--- src/air_pkg.sv ---
// register map, field positions, reset values and timing figures of the audio input unit
`default_nettype none

package air_pkg;

    // register byte offsets
    localparam logic [7:0] AIR_REG_SETUP = 8'h00;   // port_setup_register
    localparam logic [7:0] AIR_REG_OSC_INC = 8'h04; // oversample phase increment
    localparam logic [7:0] AIR_REG_SCK_DIV = 8'h08; // bit clock divisor (master)
    localparam logic [7:0] AIR_REG_WS_LEN = 8'h0C;  // bit clocks per channel (master)
    localparam logic [7:0] AIR_REG_STATUS = 8'h10;  // live state and sticky overrun
    localparam logic [7:0] AIR_REG_DATA = 8'h14;    // sample word, read pops

    // setup register fields
    localparam int AIR_SETUP_ENABLE = 0;
    localparam int AIR_SETUP_MASTER = 1;
    localparam int AIR_SETUP_EDGE = 2;

    // status register fields
    localparam int AIR_STAT_AVAIL = 0;
    localparam int AIR_STAT_OVERRUN = 1;
    localparam int AIR_STAT_WS = 2;
    localparam int AIR_STAT_MASTER = 3;

    // sample word layout
    localparam int AIR_DATA_CHAN = 31;
    localparam int AIR_DATA_CNT_LSB = 24;
    localparam int AIR_DATA_CNT_W = 5;
    localparam int AIR_DATA_SAMPLE_W = 24;

    // reset values: slave, falling-edge sampling, disabled
    localparam logic [2:0] AIR_SETUP_RST = 3'h0;
    localparam logic [31:0] AIR_OSC_INC_RST = 32'h0;
    localparam logic [7:0] AIR_SCK_DIV_RST = 8'h08;
    localparam logic [7:0] AIR_WS_LEN_RST = 8'h20;
    localparam logic [7:0] AIR_WS_LEN_MIN = 8'h01;

    // timing figures
    localparam longint AIR_MCLK_HZ = 100_000_000;
    localparam longint AIR_OSC_MAX_HZ = 40_000_000;
    localparam longint AIR_SCK_MAX_HZ = 22_000_000;
    localparam int AIR_PHASE_W = 32;
    // largest increment that keeps the oversample clock at or below its ceiling
    localparam logic [31:0] AIR_OSC_INC_MAX =
        32'((AIR_OSC_MAX_HZ << AIR_PHASE_W) / AIR_MCLK_HZ);
    // smallest divisor that keeps a generated bit clock under its ceiling
    localparam logic [7:0] AIR_SCK_DIV_MIN =
        8'((AIR_OSC_MAX_HZ + AIR_SCK_MAX_HZ - 1) / AIR_SCK_MAX_HZ);

    // receiver states
    typedef enum logic {
        AIR_RX_HUNT,
        AIR_RX_WORD
    } air_rx_e;

endpackage : air_pkg

`default_nettype wire

--- src/air_fifo.sv ---
// sample fifo with a registered head word
`default_nettype none

module air_fifo #(
    parameter int WIDTH = 32,
    parameter int DEPTH = 8
) (
    // clock and reset
    input wire logic mclk,
    input wire logic resetn,
    // filling side
    input wire logic in_valid,
    output logic in_ready,
    input wire logic [WIDTH-1:0] in_data,
    // draining side
    output logic out_valid,
    input wire logic out_ready,
    output logic [WIDTH-1:0] out_data
);
    localparam int AW = $clog2(DEPTH);
    localparam logic [AW:0] FULL = (AW + 1)'(DEPTH);

    // pointer arithmetic needs a power of two
    if (DEPTH < 2 || (1 << AW) != DEPTH) begin : g_bad_depth
        $error("air_fifo depth must be a power of two of at least 2");
    end

    logic [WIDTH-1:0] mem_r [DEPTH];  // storage, no reset needed
    logic [AW-1:0] wp_r;              // write pointer
    logic [AW-1:0] rp_r;              // read pointer
    logic [AW:0] cnt_r;               // words held in storage
    logic [AW:0] cnt_nxt;
    logic head_valid_r;               // head register holds a word
    logic [WIDTH-1:0] head_r;         // head word, read data from a flop

    wire push = in_valid && in_ready;
    // refill the head when it is empty or being taken
    wire load = (!head_valid_r || out_ready) && (cnt_r != '0);

    // the head register counts toward the depth, so the buffer never holds more than DEPTH
    wire [AW:0] held = cnt_r + (AW + 1)'(head_valid_r);
    assign in_ready = (held != FULL);
    assign out_valid = head_valid_r;
    assign out_data = head_r;
    assign cnt_nxt = cnt_r + (AW + 1)'(push) - (AW + 1)'(load);

    // storage write
    always_ff @(posedge mclk) begin
        if (push) begin
            mem_r[wp_r] <= in_data;
        end
    end

    // pointers and head register
    always_ff @(posedge mclk) begin
        if (!resetn) begin
            wp_r <= '0;
            rp_r <= '0;
            cnt_r <= '0;
            head_valid_r <= 1'b0;
            head_r <= '0;
        end else begin
            wp_r <= push ? wp_r + 1'b1 : wp_r;
            rp_r <= load ? rp_r + 1'b1 : rp_r;
            cnt_r <= cnt_nxt;
            head_valid_r <= load ? 1'b1 : (out_ready ? 1'b0 : head_valid_r);
            head_r <= load ? mem_r[rp_r] : head_r;
        end
    end
endmodule : air_fifo

`default_nettype wire

--- src/air_receiver.sv ---
// serial audio input port: oversample clock, bit clock and word select, sample capture
`default_nettype none

module air_receiver import air_pkg::*; #(
    parameter int SAMPLE_W = 24,
    parameter int FIFO_DEPTH = 8
) (
    // core clock and reset
    input wire logic mclk,
    input wire logic resetn,
    // register port
    input wire logic [7:0] reg_addr,
    input wire logic [31:0] reg_wdata,
    input wire logic reg_wr,
    input wire logic reg_rd,
    output logic [31:0] reg_rdata,
    // oversample clock
    output logic oversample_clock_out,
    // serial bit clock pin
    input wire logic serial_bit_clock_in,
    output logic serial_bit_clock_out,
    output logic serial_bit_clock_oe_n,
    // serial data pin
    input wire logic serial_data_in,
    // word select pin
    input wire logic word_select_in,
    output logic word_select_out,
    output logic word_select_oe_n
);
    localparam logic [AIR_DATA_CNT_W-1:0] SW_CNT = AIR_DATA_CNT_W'(SAMPLE_W);

    // the word layout has room for 24 sample bits at most
    if (SAMPLE_W < 8 || SAMPLE_W > AIR_DATA_SAMPLE_W) begin : g_bad_width
        $error("air_receiver sample width must lie between 8 and 24");
    end

    // software-visible setup
    logic enable_r;            // receiver runs
    logic master_r;            // we own bit clock and word select
    logic edge_rise_r;         // 1 samples on rising bit clock edge
    logic [31:0] osc_inc_r;    // oversample phase increment
    logic [7:0] sck_div_r;     // oversample ticks per bit clock
    logic [7:0] ws_len_r;      // bit clocks per channel slot
    logic overrun_r;           // sticky: a word was dropped
    logic [31:0] rdata_r;      // read data, one cycle after the strobe

    // clock generation
    logic [31:0] phase_r;      // oversample accumulator
    logic [7:0] div_cnt_r;     // position inside one bit clock period
    logic sck_r;               // generated bit clock
    logic [7:0] ws_cnt_r;      // bit clocks into the current slot
    logic ws_r;                // generated word select

    // pin synchronisers: bit 0 clock, bit 1 word select, bit 2 data
    logic [2:0] pin_s1_r;
    logic [2:0] pin_s2_r;
    logic sck_s3_r;            // previous synchronised clock, for edges

    // receiver
    air_rx_e state_r;
    logic ws_last_r;                      // word select at the previous sample edge
    logic [SAMPLE_W-1:0] shift_r;         // incoming bits, newest in bit 0
    logic [AIR_DATA_CNT_W-1:0] bits_r;    // bits kept in the current word
    logic pend_valid_r;                   // finished word waiting for the fifo
    logic [31:0] pend_data_r;

    // fifo handshake
    logic fifo_in_ready;
    logic fifo_out_valid;
    logic [31:0] fifo_out_data;

    // register decode
    wire wr_setup = reg_wr && (reg_addr == AIR_REG_SETUP);
    wire wr_osc = reg_wr && (reg_addr == AIR_REG_OSC_INC);
    wire wr_div = reg_wr && (reg_addr == AIR_REG_SCK_DIV);
    wire wr_wslen = reg_wr && (reg_addr == AIR_REG_WS_LEN);
    wire wr_status = reg_wr && (reg_addr == AIR_REG_STATUS);
    wire rd_data = reg_rd && (reg_addr == AIR_REG_DATA);

    // write values clamped to what the pins may carry
    wire [31:0] osc_inc_nxt = (reg_wdata > AIR_OSC_INC_MAX) ? AIR_OSC_INC_MAX : reg_wdata;
    wire [7:0] sck_div_nxt = (reg_wdata[7:0] < AIR_SCK_DIV_MIN) ?
                             AIR_SCK_DIV_MIN : reg_wdata[7:0];
    wire [7:0] ws_len_nxt = (reg_wdata[7:0] < AIR_WS_LEN_MIN) ? AIR_WS_LEN_MIN : reg_wdata[7:0];

    // setup and clock registers; reset leaves the port a timing slave
    always_ff @(posedge mclk) begin
        if (!resetn) begin
            {edge_rise_r, master_r, enable_r} <= AIR_SETUP_RST;
            osc_inc_r <= AIR_OSC_INC_RST;
            sck_div_r <= AIR_SCK_DIV_RST;
            ws_len_r <= AIR_WS_LEN_RST;
        end else begin
            if (wr_setup) begin
                enable_r <= reg_wdata[AIR_SETUP_ENABLE];
                master_r <= reg_wdata[AIR_SETUP_MASTER];
                edge_rise_r <= reg_wdata[AIR_SETUP_EDGE];
            end
            osc_inc_r <= wr_osc ? osc_inc_nxt : osc_inc_r;
            sck_div_r <= wr_div ? sck_div_nxt : sck_div_r;
            ws_len_r <= wr_wslen ? ws_len_nxt : ws_len_r;
        end
    end

    // oversample clock: phase accumulator msb, 0.023 Hz steps at 100 MHz
    wire [31:0] phase_nxt = phase_r + osc_inc_r;
    wire osc_tick = !phase_r[31] && phase_nxt[31];

    always_ff @(posedge mclk) begin
        if (!resetn) begin
            phase_r <= '0;
        end else begin
            phase_r <= phase_nxt;
        end
    end
    assign oversample_clock_out = phase_r[31];

    // bit clock divider: period is sck_div_r oversample ticks
    wire gen_run = master_r && enable_r;
    wire div_wrap = (div_cnt_r >= sck_div_r - 8'h01);
    wire [7:0] div_cnt_nxt = div_wrap ? 8'h00 : div_cnt_r + 8'h01;
    wire sck_lvl_nxt = (div_cnt_nxt < (sck_div_r >> 1));
    wire sck_step = gen_run && osc_tick && (sck_lvl_nxt != sck_r);
    // word select moves on the edge that is not used for sampling
    wire ws_step = sck_step && (sck_lvl_nxt != edge_rise_r);
    wire ws_wrap = (ws_cnt_r >= ws_len_r - 8'h01);

    // generated bit clock and word select; unless master and enabled, the clock drops low on the next oversample tick and word select holds its level
    always_ff @(posedge mclk) begin
        if (!resetn) begin
            div_cnt_r <= '0;
            sck_r <= 1'b0;
            ws_cnt_r <= '0;
            ws_r <= 1'b0;
        end else if (!gen_run) begin
            div_cnt_r <= '0;
            // stop on a tick so the last half period is never short;
            // with a zero increment the clock keeps its level
            sck_r <= osc_tick ? 1'b0 : sck_r;
            ws_cnt_r <= '0;
        end else if (osc_tick) begin
            div_cnt_r <= div_cnt_nxt;
            sck_r <= sck_lvl_nxt;
            if (ws_step) begin
                ws_cnt_r <= ws_wrap ? 8'h00 : ws_cnt_r + 8'h01;
                ws_r <= ws_wrap ? !ws_r : ws_r;
            end
        end
    end

    // pin directions: both timing pins are inputs unless we are master
    assign serial_bit_clock_out = sck_r;
    assign serial_bit_clock_oe_n = !master_r;
    assign word_select_out = ws_r;
    assign word_select_oe_n = !master_r;

    // in master mode our own clock and word select pass two flops as well,
    // so they stay aligned with the delayed data pin
    logic [1:0] own_s1_r;      // own word select and clock, first stage
    logic [1:0] own_s2_r;      // own word select and clock, second stage
    wire sck_now = master_r ? own_s2_r[0] : pin_s2_r[0];
    wire ws_now = master_r ? own_s2_r[1] : pin_s2_r[1];

    // two flops per pin before any logic looks at it
    always_ff @(posedge mclk) begin
        if (!resetn) begin
            pin_s1_r <= '0;
            pin_s2_r <= '0;
            own_s1_r <= '0;
            own_s2_r <= '0;
            sck_s3_r <= 1'b0;
        end else begin
            pin_s1_r <= {serial_data_in, word_select_in, serial_bit_clock_in};
            pin_s2_r <= pin_s1_r;
            own_s1_r <= {ws_r, sck_r};
            own_s2_r <= own_s1_r;
            sck_s3_r <= sck_now;
        end
    end

    // sampling edge chosen by software; a 22 MHz clock still gives two
    // core cycles per half period, so no edge slips through unseen
    wire sck_rise = sck_now && !sck_s3_r;
    wire sck_fall = !sck_now && sck_s3_r;
    wire strobe = enable_r && (edge_rise_r ? sck_rise : sck_fall);
    wire sd_now = pin_s2_r[2];
    wire ws_turn = strobe && (ws_now != ws_last_r);

    // finished word: channel, bit count, sample left-justified in 24 bits
    wire [AIR_DATA_CNT_W-1:0] pad_w = SW_CNT - bits_r;
    wire [SAMPLE_W-1:0] just_w = shift_r << pad_w;
    wire [23:0] field_w = 24'({just_w, 24'h0} >> SAMPLE_W);
    wire [31:0] word_w = {ws_last_r, 2'h0, bits_r, field_w};
    wire fifo_take = pend_valid_r && fifo_in_ready;
    wire word_done = ws_turn && (state_r == AIR_RX_WORD);
    // a full fifo stalls the pending word; a word behind it is lost
    wire drop = word_done && pend_valid_r && !fifo_take;

    // receiver: any word length, any frame rate, framed by word select
    always_ff @(posedge mclk) begin
        if (!resetn) begin
            state_r <= AIR_RX_HUNT;
            ws_last_r <= 1'b0;
            shift_r <= '0;
            bits_r <= '0;
        end else if (!enable_r) begin
            state_r <= AIR_RX_HUNT;
            bits_r <= '0;
        end else if (strobe) begin
            ws_last_r <= ws_now;
            case (state_r)
                AIR_RX_HUNT: begin
                    // wait for a slot boundary so the first word is whole
                    if (ws_turn) begin
                        state_r <= AIR_RX_WORD;
                        shift_r <= SAMPLE_W'(sd_now);
                        bits_r <= AIR_DATA_CNT_W'(1);
                    end
                end
                AIR_RX_WORD: begin
                    if (ws_turn) begin
                        shift_r <= SAMPLE_W'(sd_now);
                        bits_r <= AIR_DATA_CNT_W'(1);
                    end else if (bits_r < SW_CNT) begin
                        // bits past the sample width are ignored
                        shift_r <= {shift_r[SAMPLE_W-2:0], sd_now};
                        bits_r <= bits_r + AIR_DATA_CNT_W'(1);
                    end
                end
                default: begin
                    state_r <= AIR_RX_HUNT;
                end
            endcase
        end
    end

    // pending word and sticky overrun; a new drop wins over the clear
    always_ff @(posedge mclk) begin
        if (!resetn) begin
            pend_valid_r <= 1'b0;
            pend_data_r <= '0;
            overrun_r <= 1'b0;
        end else begin
            if (word_done && !drop) begin
                pend_valid_r <= 1'b1;
                pend_data_r <= word_w;
            end else if (fifo_take) begin
                pend_valid_r <= 1'b0;
            end
            if (drop) begin
                overrun_r <= 1'b1;
            end else if (wr_status && reg_wdata[AIR_STAT_OVERRUN]) begin
                overrun_r <= 1'b0;
            end
        end
    end

    // eight-word buffer between capture and software
    air_fifo #(
        .WIDTH(32),
        .DEPTH(FIFO_DEPTH)
    ) u_fifo (
        .mclk(mclk),
        .resetn(resetn),
        .in_valid(pend_valid_r),
        .in_ready(fifo_in_ready),
        .in_data(pend_data_r),
        .out_valid(fifo_out_valid),
        .out_ready(rd_data),
        .out_data(fifo_out_data)
    );

    // read selection; unmapped offsets read zero
    wire [31:0] rd_setup_w = {29'h0, edge_rise_r, master_r, enable_r};
    wire [31:0] rd_status_w = {28'h0, master_r, ws_last_r, overrun_r, fifo_out_valid};
    wire [31:0] rd_sel_w =
        (reg_addr == AIR_REG_SETUP) ? rd_setup_w :
        (reg_addr == AIR_REG_OSC_INC) ? osc_inc_r :
        (reg_addr == AIR_REG_SCK_DIV) ? {24'h0, sck_div_r} :
        (reg_addr == AIR_REG_WS_LEN) ? {24'h0, ws_len_r} :
        (reg_addr == AIR_REG_STATUS) ? rd_status_w :
        (reg_addr == AIR_REG_DATA && fifo_out_valid) ? fifo_out_data : 32'h0;

    // read data stand for exactly the cycle after the strobe
    always_ff @(posedge mclk) begin
        if (!resetn) begin
            rdata_r <= '0;
        end else begin
            rdata_r <= reg_rd ? rd_sel_w : 32'h0;
        end
    end
    assign reg_rdata = rdata_r;
endmodule : air_receiver

`default_nettype wire

--- config.mk ---
export PLATFORM = sky130hd
export DESIGN_NAME = air_receiver
export DESIGN_NICKNAME = d
export VERILOG_FILES = /design/src/air_pkg.sv /design/src/air_fifo.sv /design/src/air_receiver.sv
export SDC_FILE = /design/constraint.sdc
export NUM_CORES = 1
export LEC_CHECK = 0
export BUFFER_PORTS_ARGS = -buffer_cell sky130_fd_sc_hd__clkbuf_2
export CAP_MARGIN = 10
export CORE_ASPECT_RATIO = 1.25
export CORE_MARGIN = 10
export CORE_UTILIZATION = 56
export CTS_CLUSTER_SIZE = 12
export DETAILED_ROUTE_END_ITERATION = 10
export PLACE_DENSITY_LB_ADDON = 0.08
export RECOVER_POWER = 100
export SLEW_MARGIN = 20
export SYNTH_ARGS = -nofsm -noshare
export SYNTH_HDL_FRONTEND = slang
export SYNTH_HIERARCHICAL = 1
export SYNTH_SLANG_ARGS = --single-unit
--- constraint.sdc ---
create_clock -name mclk -period 4.6 [get_ports mclk]
set_clock_uncertainty 0.05 [all_clocks]
set_input_delay 0.69 -clock mclk [delete_from_list [all_inputs] [get_ports mclk]]
set_output_delay 0.69 -clock mclk [all_outputs]
set_load 0.02 [all_outputs]
==> impl_metrics.csv, run 1 <==
group,metric,value,unit
synthesis,synth_edf_count,256,
timing,rsz0062_at_grt,"true",
status,status,"finished, violations left",
synthesis,avgSynthCellArea,11.6,µm²
cts,clock_path_buffers,3,
layout,syn2layout_area_growth,11.8,%
synthesis,yosysSeqAreaShare,57.3,%
worst_setup_path,endpoint_kind,"flop",
timing,max_freq,221,MHz
flow_run,max_cap_violations,2,
synthesis,syn_inst,1910,
synthesis,synth.top_cell.area_share,34.7,%
routing,vias,15400,
synthesis,async_flop_share,0,%
power,cellLeakagePower,0.00894,µW
synthesis,yosysMostFrequentCell,"edfxtp_1",
routing,drc,0,
place,place_congestion,0.935,
cts,insertion_delay,0.59,ns
global_route,grt_usage,22.1,%
layout,multi_input_area,9070,µm²
worst_setup_path,critPathKind,"flop to flop",
cts,cts_sinks,506,
layout,final_nets,2109,
power,vdd_drop_max,0.332,mV
layout,num_antenna_cells,0,
layout,final_core_util,63.4,%
synthesis,syn_area,22200,µm²
layout,layout-drive-gt1-share,13.8,%
cts,cts_buffers,51,
power,power_density,410,nW/µm²
synthesis,synthDistinctLibCells,81,
floorplanning,dieArea,48000,µm²
routing,dr.pass1.iters,5,
worst_setup_path,cp.required,5.04,ns
synthesis,synthTopCellsByCount,"edfxtp_1, dfxtp_1, nor2_1",
routing,vias_per_cell,6.09,
timing,period_minus_slack,4.52,ns
floorplanning,die_w,198,µm
place,dp_cells,2430,
floorplanning,coreArea,39100,µm²
cts,cts_htree_levels,2,
layout,instances_no_fill,2532,
worst_setup_path,crit_path_max_fanout,7,
floorplanning,row_count,81,
synthesis,synth-seq-cells,506,
global_route,antenna_found_initial,0,
routing,drt-total-wl,54300,µm
timing,period_share,98.3,%
synthesis,synth_warnings,6,
synthesis,ys.flop_type,"edfxtp_1",
worst_setup_path,crit_chain,"nor3_4 > nand2_1 > nor4_2 > xnor2_1 > ha_1 > nand2_2 > nor3_2 > a21o_4 > nor2_4 > ha_4 > and3_4 > nand3_4 > o311a_1 > o221a_4 > mux2i_2 > nor4_2 > mux2i_2 > or3_4 > o31ai_2",
status,violations,"capacitance limit, slew limit",
routing,wl_per_cell,21.4,µm
worst_setup_path,worstPathArrival,4.96,ns
worst_setup_path,crit_slowest_cell,"or3_4",
floorplanning,io_pins,84,
floorplanning,initial_core_util,56.7,%
synthesis,synth_top_cell_by_area,"edfxtp_1",
layout,fin_area,24800,µm²
place,dpl_cell_area,23000,µm²
global_route,grt_first_pass_wirelength,84000,µm
layout,ff_latch_area,12700,µm²
global_route,grt_overflow,0,
floorplanning,fp.dieH,242,µm
place,dp_slack,-0.0226,ns
layout,fillCellCount,3195,
routing,ant_nets,0,
timing,tightest_slew,2.92,ns
timing,setup_slack,0.0779,ns
timing,finalSetupViolCount,0,
min_path,hold_class,"input pin to flop",
worst_setup_path,cp-start-kind,"flop",
place,portBuffers,83,
worst_setup_path,cpPeakStageDelay,0.46,ns
timing,max_slew_margin,-95.0,%
global_route,grt_max_degree,83,
timing,finalMaxSlewViolations,141,
place,dp_hpwl,35600,µm
cts,cts_root_buf,"clkbuf_16",
routing,drt_iter0_drc,1023,
global_route,grt_pass1_vias,14800,
cts,cts_tree,"done",
timing,hold_violations,0,
synthesis,synthTopCellsByArea,"edfxtp_1, dfxtp_1, mux2i_1, mux4_2, ha_1",
cts,cts.clk_slew.worst_paths,0.06,ns
metal layers:
metal / share of wire, % / vias to the layer above / GRT usage [%]
met2: 48 / 477 / 36.5
met3: 5.9 / 113 / 3.29
met5: 0 / - / 0
met4: 3.3 / 0 / 8.04
met1: 43 / 7545 / 29.0
li1: - / 7278 / -
placed cells by master, fill, tap and decap left out, types with 15 or more instances in the layout:
| master | synthesis | layout |
|---|---|---|
| a21o_1 | 25 | 24 |
| a21oi_1 | 156 | 155 |
| a22oi_1 | 63 | 63 |
| and2_1 | 19 | 15 |
| buf_4 | 5 | 37 |
| clkbuf_1 | 74 | 60 |
| clkbuf_16 | 0 | 52 |
| clkbuf_2 | 0 | 52 |
| conb_1 | 1 | 16 |
| dfxtp_1 | 250 | 245 |
| edfxtp_1 | 256 | 256 |
| ha_1 | 69 | 64 |
| inv_1 | 42 | 40 |
| mux2i_1 | 99 | 97 |
| mux4_2 | 40 | 40 |
| nand2_1 | 140 | 139 |
| nand2b_1 | 16 | 16 |
| nand3_1 | 48 | 46 |
| nor2_1 | 180 | 171 |
| nor3_1 | 46 | 39 |
| o21ai_0 | 82 | 79 |
| o221a_2 | 17 | 16 |
| o22ai_1 | 36 | 36 |
| xnor2_1 | 28 | 28 |
| xor2_1 | 20 | 19 |
power by group:
part	total (µW)	switching (µW)	internal (µW)
Combinational	1220	711	505
Sequential	5060	199	4870
Clock	3890	1680	2210
Total	10200	2590	7580
repair_timing:
item	CTS	global route
buffers inserted	0	6
setup endpoints to repair	3	8
gates cloned	0	1
resized for setup	1	43
hold buffers	0	0
pin swaps	0	23
registers in the layout (all words and copies together), names as in the netlist, 4 cells and up:
name	cells
bits_r	5
div_cnt_r	8
osc_inc_r	32
pend_data_r	30
phase_r	32
reg_rdata	32
sck_div_r	8
shift_r	24
u_fifo/cnt_r	4
u_fifo/mem_r	256
u_fifo/out_data	32
ws_cnt_r	8
ws_len_r	8
area by class of cell:
class                           count  share of cell area [%]
Clock buffer                       88                    6.05
Clock inverter                      8                   0.222
Inverter                           43                   0.651
Multi-Input combinational cell   1267                    36.6
Sequential cell                   506                    51.2
Tap cell                          498                    2.51
Timing Repair Buffer              122                    2.72
path summary, 6_finish.rpt:
check / cells after the start / startpoint / slack [ns] / endpoint
max: 19 / sck_div_r[1]$_SDFFE_PN0P_ / 0.08 / ws_cnt_r[6]$_SDFFE_PN0P_
min: 2 / word_select_in / 0.27 / pin_s1_r[1]$_SDFF_PN0_
max reg2reg: 19 / sck_div_r[1]$_SDFFE_PN0P_ / 0.08 / ws_cnt_r[6]$_SDFFE_PN0P_
min reg2reg: 1 / own_s1_r[0]$_SDFF_PN0_ / 0.38 / own_s2_r[0]$_SDFF_PN0_
logic make-up after synthesis:
group,count (synthesis),share of synthesized area [%]
flip-flops,506,57.3
buffers and inverters,153,3.37
AND/OR/NAND/NOR,520,10.8
other,1,0.0169
AO/OA/AOI/OAI,464,13.4
adder cells (fa/ha/maj),71,4.08
XOR/XNOR,48,1.90
multiplexers,147,9.21
metrics by stage:
stage          power, µW  setup TNS [ns]  hold slack [ns]
4_1_cts            10300               0            0.243
2_1_floorplan       6100               0            0.362
6_report           10200               0            0.269
5_1_grt            10600          -0.866            0.253
3_5_place_dp        6370         -0.0300            0.374
3_3_place_gp        6340               0            0.372
worst max-delay path: cells and delay by family (launching register included):
family                   cells  cell delay, ns
XOR/XNOR                     1            0.13
multiplexers                 2            0.33
AO/OA/AOI/OAI                4            1.01
AND/OR/NAND/NOR             10            1.95
adder cells (fa/ha/maj)      2            0.60
flip-flops                   1            0.34
Power figures use the tool's default switching activity.
==> inputs of run 2 (changes only) <==
- GPL_TIMING_DRIVEN: unset -> 0
- REMOVE_ABC_BUFFERS: unset -> 1
==> impl_metrics.csv, run 2 (synthesized netlist as in run 1, its figures left out) <==
group,metric,value,unit
routing,drc,0,
timing,finalMaxSlewViolations,147,
timing,period_share,95.2,%
global_route,grt_first_pass_wirelength,82600,µm
cts,clock_path_buffers,3,
timing,finalSetupViolCount,0,
routing,vias_per_cell,6.03,
timing,hold_violations,0,
layout,layout-drive-gt1-share,11.0,%
layout,syn2layout_area_growth,11.6,%
status,violations,"capacitance limit, slew limit",
timing,max_freq,228,MHz
power,vdd_drop_max,0.403,mV
min_path,hold_class,"input pin to flop",
worst_setup_path,cp-start-kind,"flop",
floorplanning,fp.dieH,242,µm
cts,cts_htree_levels,2,
worst_setup_path,endpoint_kind,"flop",
layout,final_core_util,63.2,%
worst_setup_path,critPathTopFamily,"simple AND/OR/NAND/NOR gates",
place,dp_slack,-0.291,ns
power,cellLeakagePower,0.00889,µW
cts,cts.clk_slew.worst_paths,0.06,ns
floorplanning,io_pins,84,
routing,vias,15300,
layout,final_common_cell,"edfxtp_1",
routing,wl_per_cell,21.0,µm
routing,drt_iter0_drc,1105,
place,dp_hpwl,36700,µm
worst_setup_path,critPathKind,"flop to flop",
floorplanning,die_w,198,µm
cts,cts_tree,"done",
power,power_density,415,nW/µm²
global_route,grt_max_degree,86,
layout,fin_area,24700,µm²
timing,max_slew_margin,-30.8,%
layout,final_cell_mix,"edfxtp_1, dfxtp_1, nor2_1, a21oi_1, nand2_1",
status,status,"finished, violations left",
layout,final_nets,2116,
flow_run,max_cap_violations,5,
worst_setup_path,cp.required,5.07,ns
cts,hold_buffers,0,
place,portBuffers,83,
routing,dr.pass1.iters,8,
timing,period_minus_slack,4.38,ns
floorplanning,dieArea,48000,µm²
layout,regMostFlops,"u_fifo/mem_r",
global_route,grt_usage,21.8,%
routing,drt-total-wl,53200,µm
timing,tightest_slew,1.96,ns
cts,cts_sinks,506,
global_route,grt_overflow,0,
timing,setup_slack,0.222,ns
layout,num_antenna_cells,0,
floorplanning,initial_core_util,56.7,%
worst_setup_path,crit_chain,"inv_2 > ha_2 > nand3_2 > nor3_4 > xnor2_1 > ha_1 > nand2_1 > nor3_2 > a21o_4 > nor2_1 > ha_1 > and3_4 > nand3_1 > o311a_1 > o221a_2 > mux2i_2 > nor3b_2 > mux2i_2 > or3_4 > o31ai_2",
place,dpl_cell_area,23400,µm²
worst_setup_path,crit_slowest_cell,"or3_4",
worst_setup_path,crit_path_max_fanout,8,
routing,ant_nets,0,
floorplanning,coreArea,39100,µm²
place,place_congestion,0.912,
floorplanning,row_count,81,
cts,insertion_delay,0.60,ns
layout,largest_reg_flops,256,
global_route,grt_pass1_vias,14700,
worst_setup_path,worstPathArrival,4.85,ns
global_route,antenna_found_initial,0,
worst_setup_path,critPathBufInv,1,
cts,cts_root_buf,"clkbuf_16",
worst_setup_path,cpPeakStageDelay,0.45,ns
cts,cts_buffers,51,
-- run 2: changes by cell type in the layout (fill, tap and decap cells not counted), moves of 5 or more --
cell / delta
nor2_4: -5
buf_12: +5
clkbuf_1: +34
buf_6: +6
nor2_1: +6
buf_4: -35
clkbuf_2: -8
-- run 2: final timing paths --
path / cells after the start / to / slack [ns] / startpoint
max: 20 / ws_cnt_r[7]$_SDFFE_PN0P_ / 0.22 / sck_div_r[1]$_SDFFE_PN0P_
max reg2reg: 20 / ws_cnt_r[7]$_SDFFE_PN0P_ / 0.22 / sck_div_r[1]$_SDFFE_PN0P_
min reg2reg: 1 / pin_s2_r[1]$_SDFF_PN0_ / 0.39 / pin_s1_r[1]$_SDFF_PN0_
min: 2 / pin_s1_r[1]$_SDFF_PN0_ / 0.24 / word_select_in
-- run 2: layout make-up --
cell class	instances	area (µm²)
Fill cell	3204	14400
Sequential cell	506	12700
Multi-Input combinational cell	1266	8890
Clock buffer	81	1430
Timing Repair Buffer	130	788
Tap cell	498	623
Inverter	43	166
Clock inverter	13	148
-- run 2: report_power, final --
part / leakage (µW) / switching [µW] / total, µW / internal (µW)
clock: 0.000762 / 1690 / 3940 / 2250
sequential: 0.00440 / 200 / 5070 / 4870
combinational: 0.00373 / 714 / 1260 / 545
-- run 2: per-stage QoR --
step | total power [µW] | setup TNS, ns | hold WS, ns | std cells
2_1_floorplan | 6000 | -7.41 | 0.362 | 1815
3_3_place_gp | 6440 | -555.04 | 0.368 | 2396
3_5_place_dp | 6410 | -2.17 | 0.374 | 2441
4_1_cts | 10400 | 0 | 0.210 | 2536
5_1_grt | 10700 | -0.378 | 0.239 | 2537
6_report | 10300 | 0 | 0.244 | 2537
-- run 2: per-layer routing --
metal / up-vias / share of wire, % / global-route usage, % / wire (µm)
met3: 99 / 4.6 / 3.00 / 2460
li1: 7292 / - / - / -
met2: 410 / 50 / 36.3 / 26400
met5: - / 0 / 0 / 0
met4: 0 / 3.5 / 8.79 / 1890
met1: 7489 / 42 / 28.1 / 22500
-- run 2: repair_timing --
action	CTS	global route
resized for setup	2	19
buffers inserted	1	1
setup endpoints to repair	9	9
endpoints found under the hold margin	0	0
pin swaps	0	5
-- run 2: worst reg2reg max path, delay by kind of cell (launching register included) --
kind / cells / cell delay (ns)
simple gates: 9 / 1.65
compound gates: 4 / 1.00
fa+ha+maj: 3 / 0.78
flops: 1 / 0.33
mux: 2 / 0.30
xor+xnor: 1 / 0.10
buf+inv: 1 / 0.09
==> inputs of run 3 (changes only) <==
--- a/config.mk
+++ b/config.mk
@@ -15,5 +15,4 @@
 export GPL_TIMING_DRIVEN = 0
 export PLACE_DENSITY_LB_ADDON = 0.08
-export RECOVER_POWER = 100
 export REMOVE_ABC_BUFFERS = 1
 export SLEW_MARGIN = 20
==> constraint.sdc (replaced) <==
create_clock -name mclk -period 4.6 [get_ports mclk]
set_clock_uncertainty 0.05 [all_clocks]
set_input_delay 0 -clock mclk [delete_from_list [all_inputs] [get_ports mclk]]
set_output_delay 0 -clock mclk [all_outputs]
set_load 0.02 [all_outputs]
==> impl_metrics.csv, run 3 (synthesized netlist as in run 1, its figures left out) <==
group,metric,value,unit
timing,finalMaxSlewViolations,0,
floorplanning,coreArea,39100,µm²
timing,finalSetupViolCount,0,
layout,final_nets,2168,
timing,period_minus_slack,4.38,ns
global_route,global_route.usage.met1,28.4,%
timing,max_slew_margin,35.5,%
worst_setup_path,cp-start-kind,"flop",
global_route,use_met2,37.1,%
timing,tightest_slew,0.960,ns
floorplanning,io_pins,84,
place,place_congestion,0.912,
cts,cts_htree_levels,2,
global_route,grt_usage,22.2,%
global_route,grt.busiest_layer,"met2",
cts,cts_root_buf,"clkbuf_16",
timing,max_freq,228,MHz
routing,drc,0,
power,cellLeakagePower,0.00940,µW
power,vdd_drop_max,0.403,mV
routing,drt_iter0_drc,1103,
layout,largest_reg_flops,256,
layout,final_cell_mix,"edfxtp_1, dfxtp_1, nor2_1, a21oi_1, nand2_1",
layout,syn2layout_area_growth,15.4,%
global_route,grt_use_met3,3.02,%
flow_run,max_cap_violations,0,
routing,drt-total-wl,54000,µm
cts,cts.clk_slew.worst_paths,0.06,ns
routing,vias_per_cell,6.02,
status,status,"finished, final reports clean",
floorplanning,initial_core_util,56.7,%
layout,final_common_cell,"edfxtp_1",
cts,cts_buffers,51,
worst_setup_path,critPathKind,"flop to flop",
worst_setup_path,endpoint_kind,"flop",
cts,cts_sinks,506,
routing,dr.pass1.iters,6,
floorplanning,row_count,81,
layout,fin_area,25600,µm²
place,dp_hpwl,36700,µm
worst_setup_path,cp.required,5.07,ns
cts,cts_tree,"done",
timing,hold_violations,0,
routing,wl_per_cell,20.8,µm
layout,num_antenna_cells,0,
min_path,hold_class,"input pin to flop",
global_route,antenna_found_initial,0,
power,power_density,402,nW/µm²
timing,period_share,95.3,%
cts,clock_path_buffers,3,
place,dpl_cell_area,23400,µm²
worst_setup_path,crit_path_max_fanout,8,
floorplanning,fp.dieH,242,µm
routing,vias,15600,
floorplanning,die_w,198,µm
global_route,grt_first_pass_wirelength,84200,µm
routing,ant_nets,0,
cts,insertion_delay,0.60,ns
place,portBuffers,83,
global_route,grt_overflow,0,
floorplanning,dieArea,48000,µm²
worst_setup_path,worstPathArrival,4.86,ns
layout,final_core_util,65.4,%
layout,layout-drive-gt1-share,14.9,%
layout,regMostFlops,"u_fifo/mem_r",
global_route,grt_max_degree,86,
global_route,grt_pass1_vias,15000,
[run 3: cell count changes in the layout (fill, tap and decap cells not counted), sizes merged]
cell | before | now
buf | 18 | 47
clkbuf | 193 | 164
dlygate4sd3 | 0 | 52
[run 3: area by class of cell]
cell class / instances / area [µm²]
clock buffer: 81 / 1430
tap: 498 / 623
fill: 3081 / 13500
inverter: 43 / 166
multi-input combinational: 1266 / 8990
sequential: 506 / 12700
timing repair buffer: 182 / 1530
clock inverter: 13 / 148
[run 3: worst max-delay path, cell delays in order (launching register included)]
cell,delay [ns]
dfxtp_1,0.32
inv_2,0.09
ha_2,0.20
nand3_2,0.12
nor3_4,0.21
xnor2_1,0.10
ha_1,0.28
nand2_1,0.08
nor3_2,0.21
a21o_4,0.21
nor2_1,0.08
ha_1,0.30
and3_4,0.19
nand3_1,0.09
o311a_1,0.29
o221a_2,0.28
mux2i_2,0.18
nor3b_2,0.22
mux2i_2,0.12
or3_4,0.46
o31ai_2,0.22
[run 3: path summary, 6_finish.rpt]
kind	end	slack, ns	cells past startpoint	startpoint
worst max-delay path	ws_cnt_r[7]$_SDFFE_PN0P_	0.22	20	sck_div_r[1]$_SDFFE_PN0P_
worst min-delay path	master_r$_SDFFE_PN0P_	0.04	6	reg_addr[6]
worst max register to register	ws_cnt_r[7]$_SDFFE_PN0P_	0.22	20	sck_div_r[1]$_SDFFE_PN0P_
worst min register to register	own_s2_r[1]$_SDFF_PN0_	0.39	1	own_s1_r[1]$_SDFF_PN0_
[run 3: timing repair]
item / CTS / global route
pin swaps: 0 / 5
setup endpoints to repair: 9 / 9
endpoints found under the hold margin: 80 / 0
resized for setup: 2 / 19
hold buffers: 52 / 0
buffers inserted: 1 / 1
[run 3: power breakdown]
group | internal, µW | switching, µW
clock | 2250 | 1690
combinational | 568 | 725
sequential | 4870 | 200
total | 7680 | 2610
[run 3: layer usage]
metal,share of wire (%),up-vias
met5,0,-
met4,3.5,0
met3,5.2,105
met2,50,434
met1,41,7640
li1,-,7399
[run 3: per-stage QoR]
stage	TNS, ns	power (µW)	hold slack, ns	cells	setup WS [ns]
finish	0	10300	0.0395	2589	0.216
global route	-0.404	10700	0.0903	2589	-0.108
CTS	0	10400	0.00219	2588	0.0276
detailed placement	-2.17	6410	0.161	2441	-0.291
global placement	-452.76	6440	0.156	2396	-3.84
floorplan	-7.41	6000	0.0119	1815	-0.150
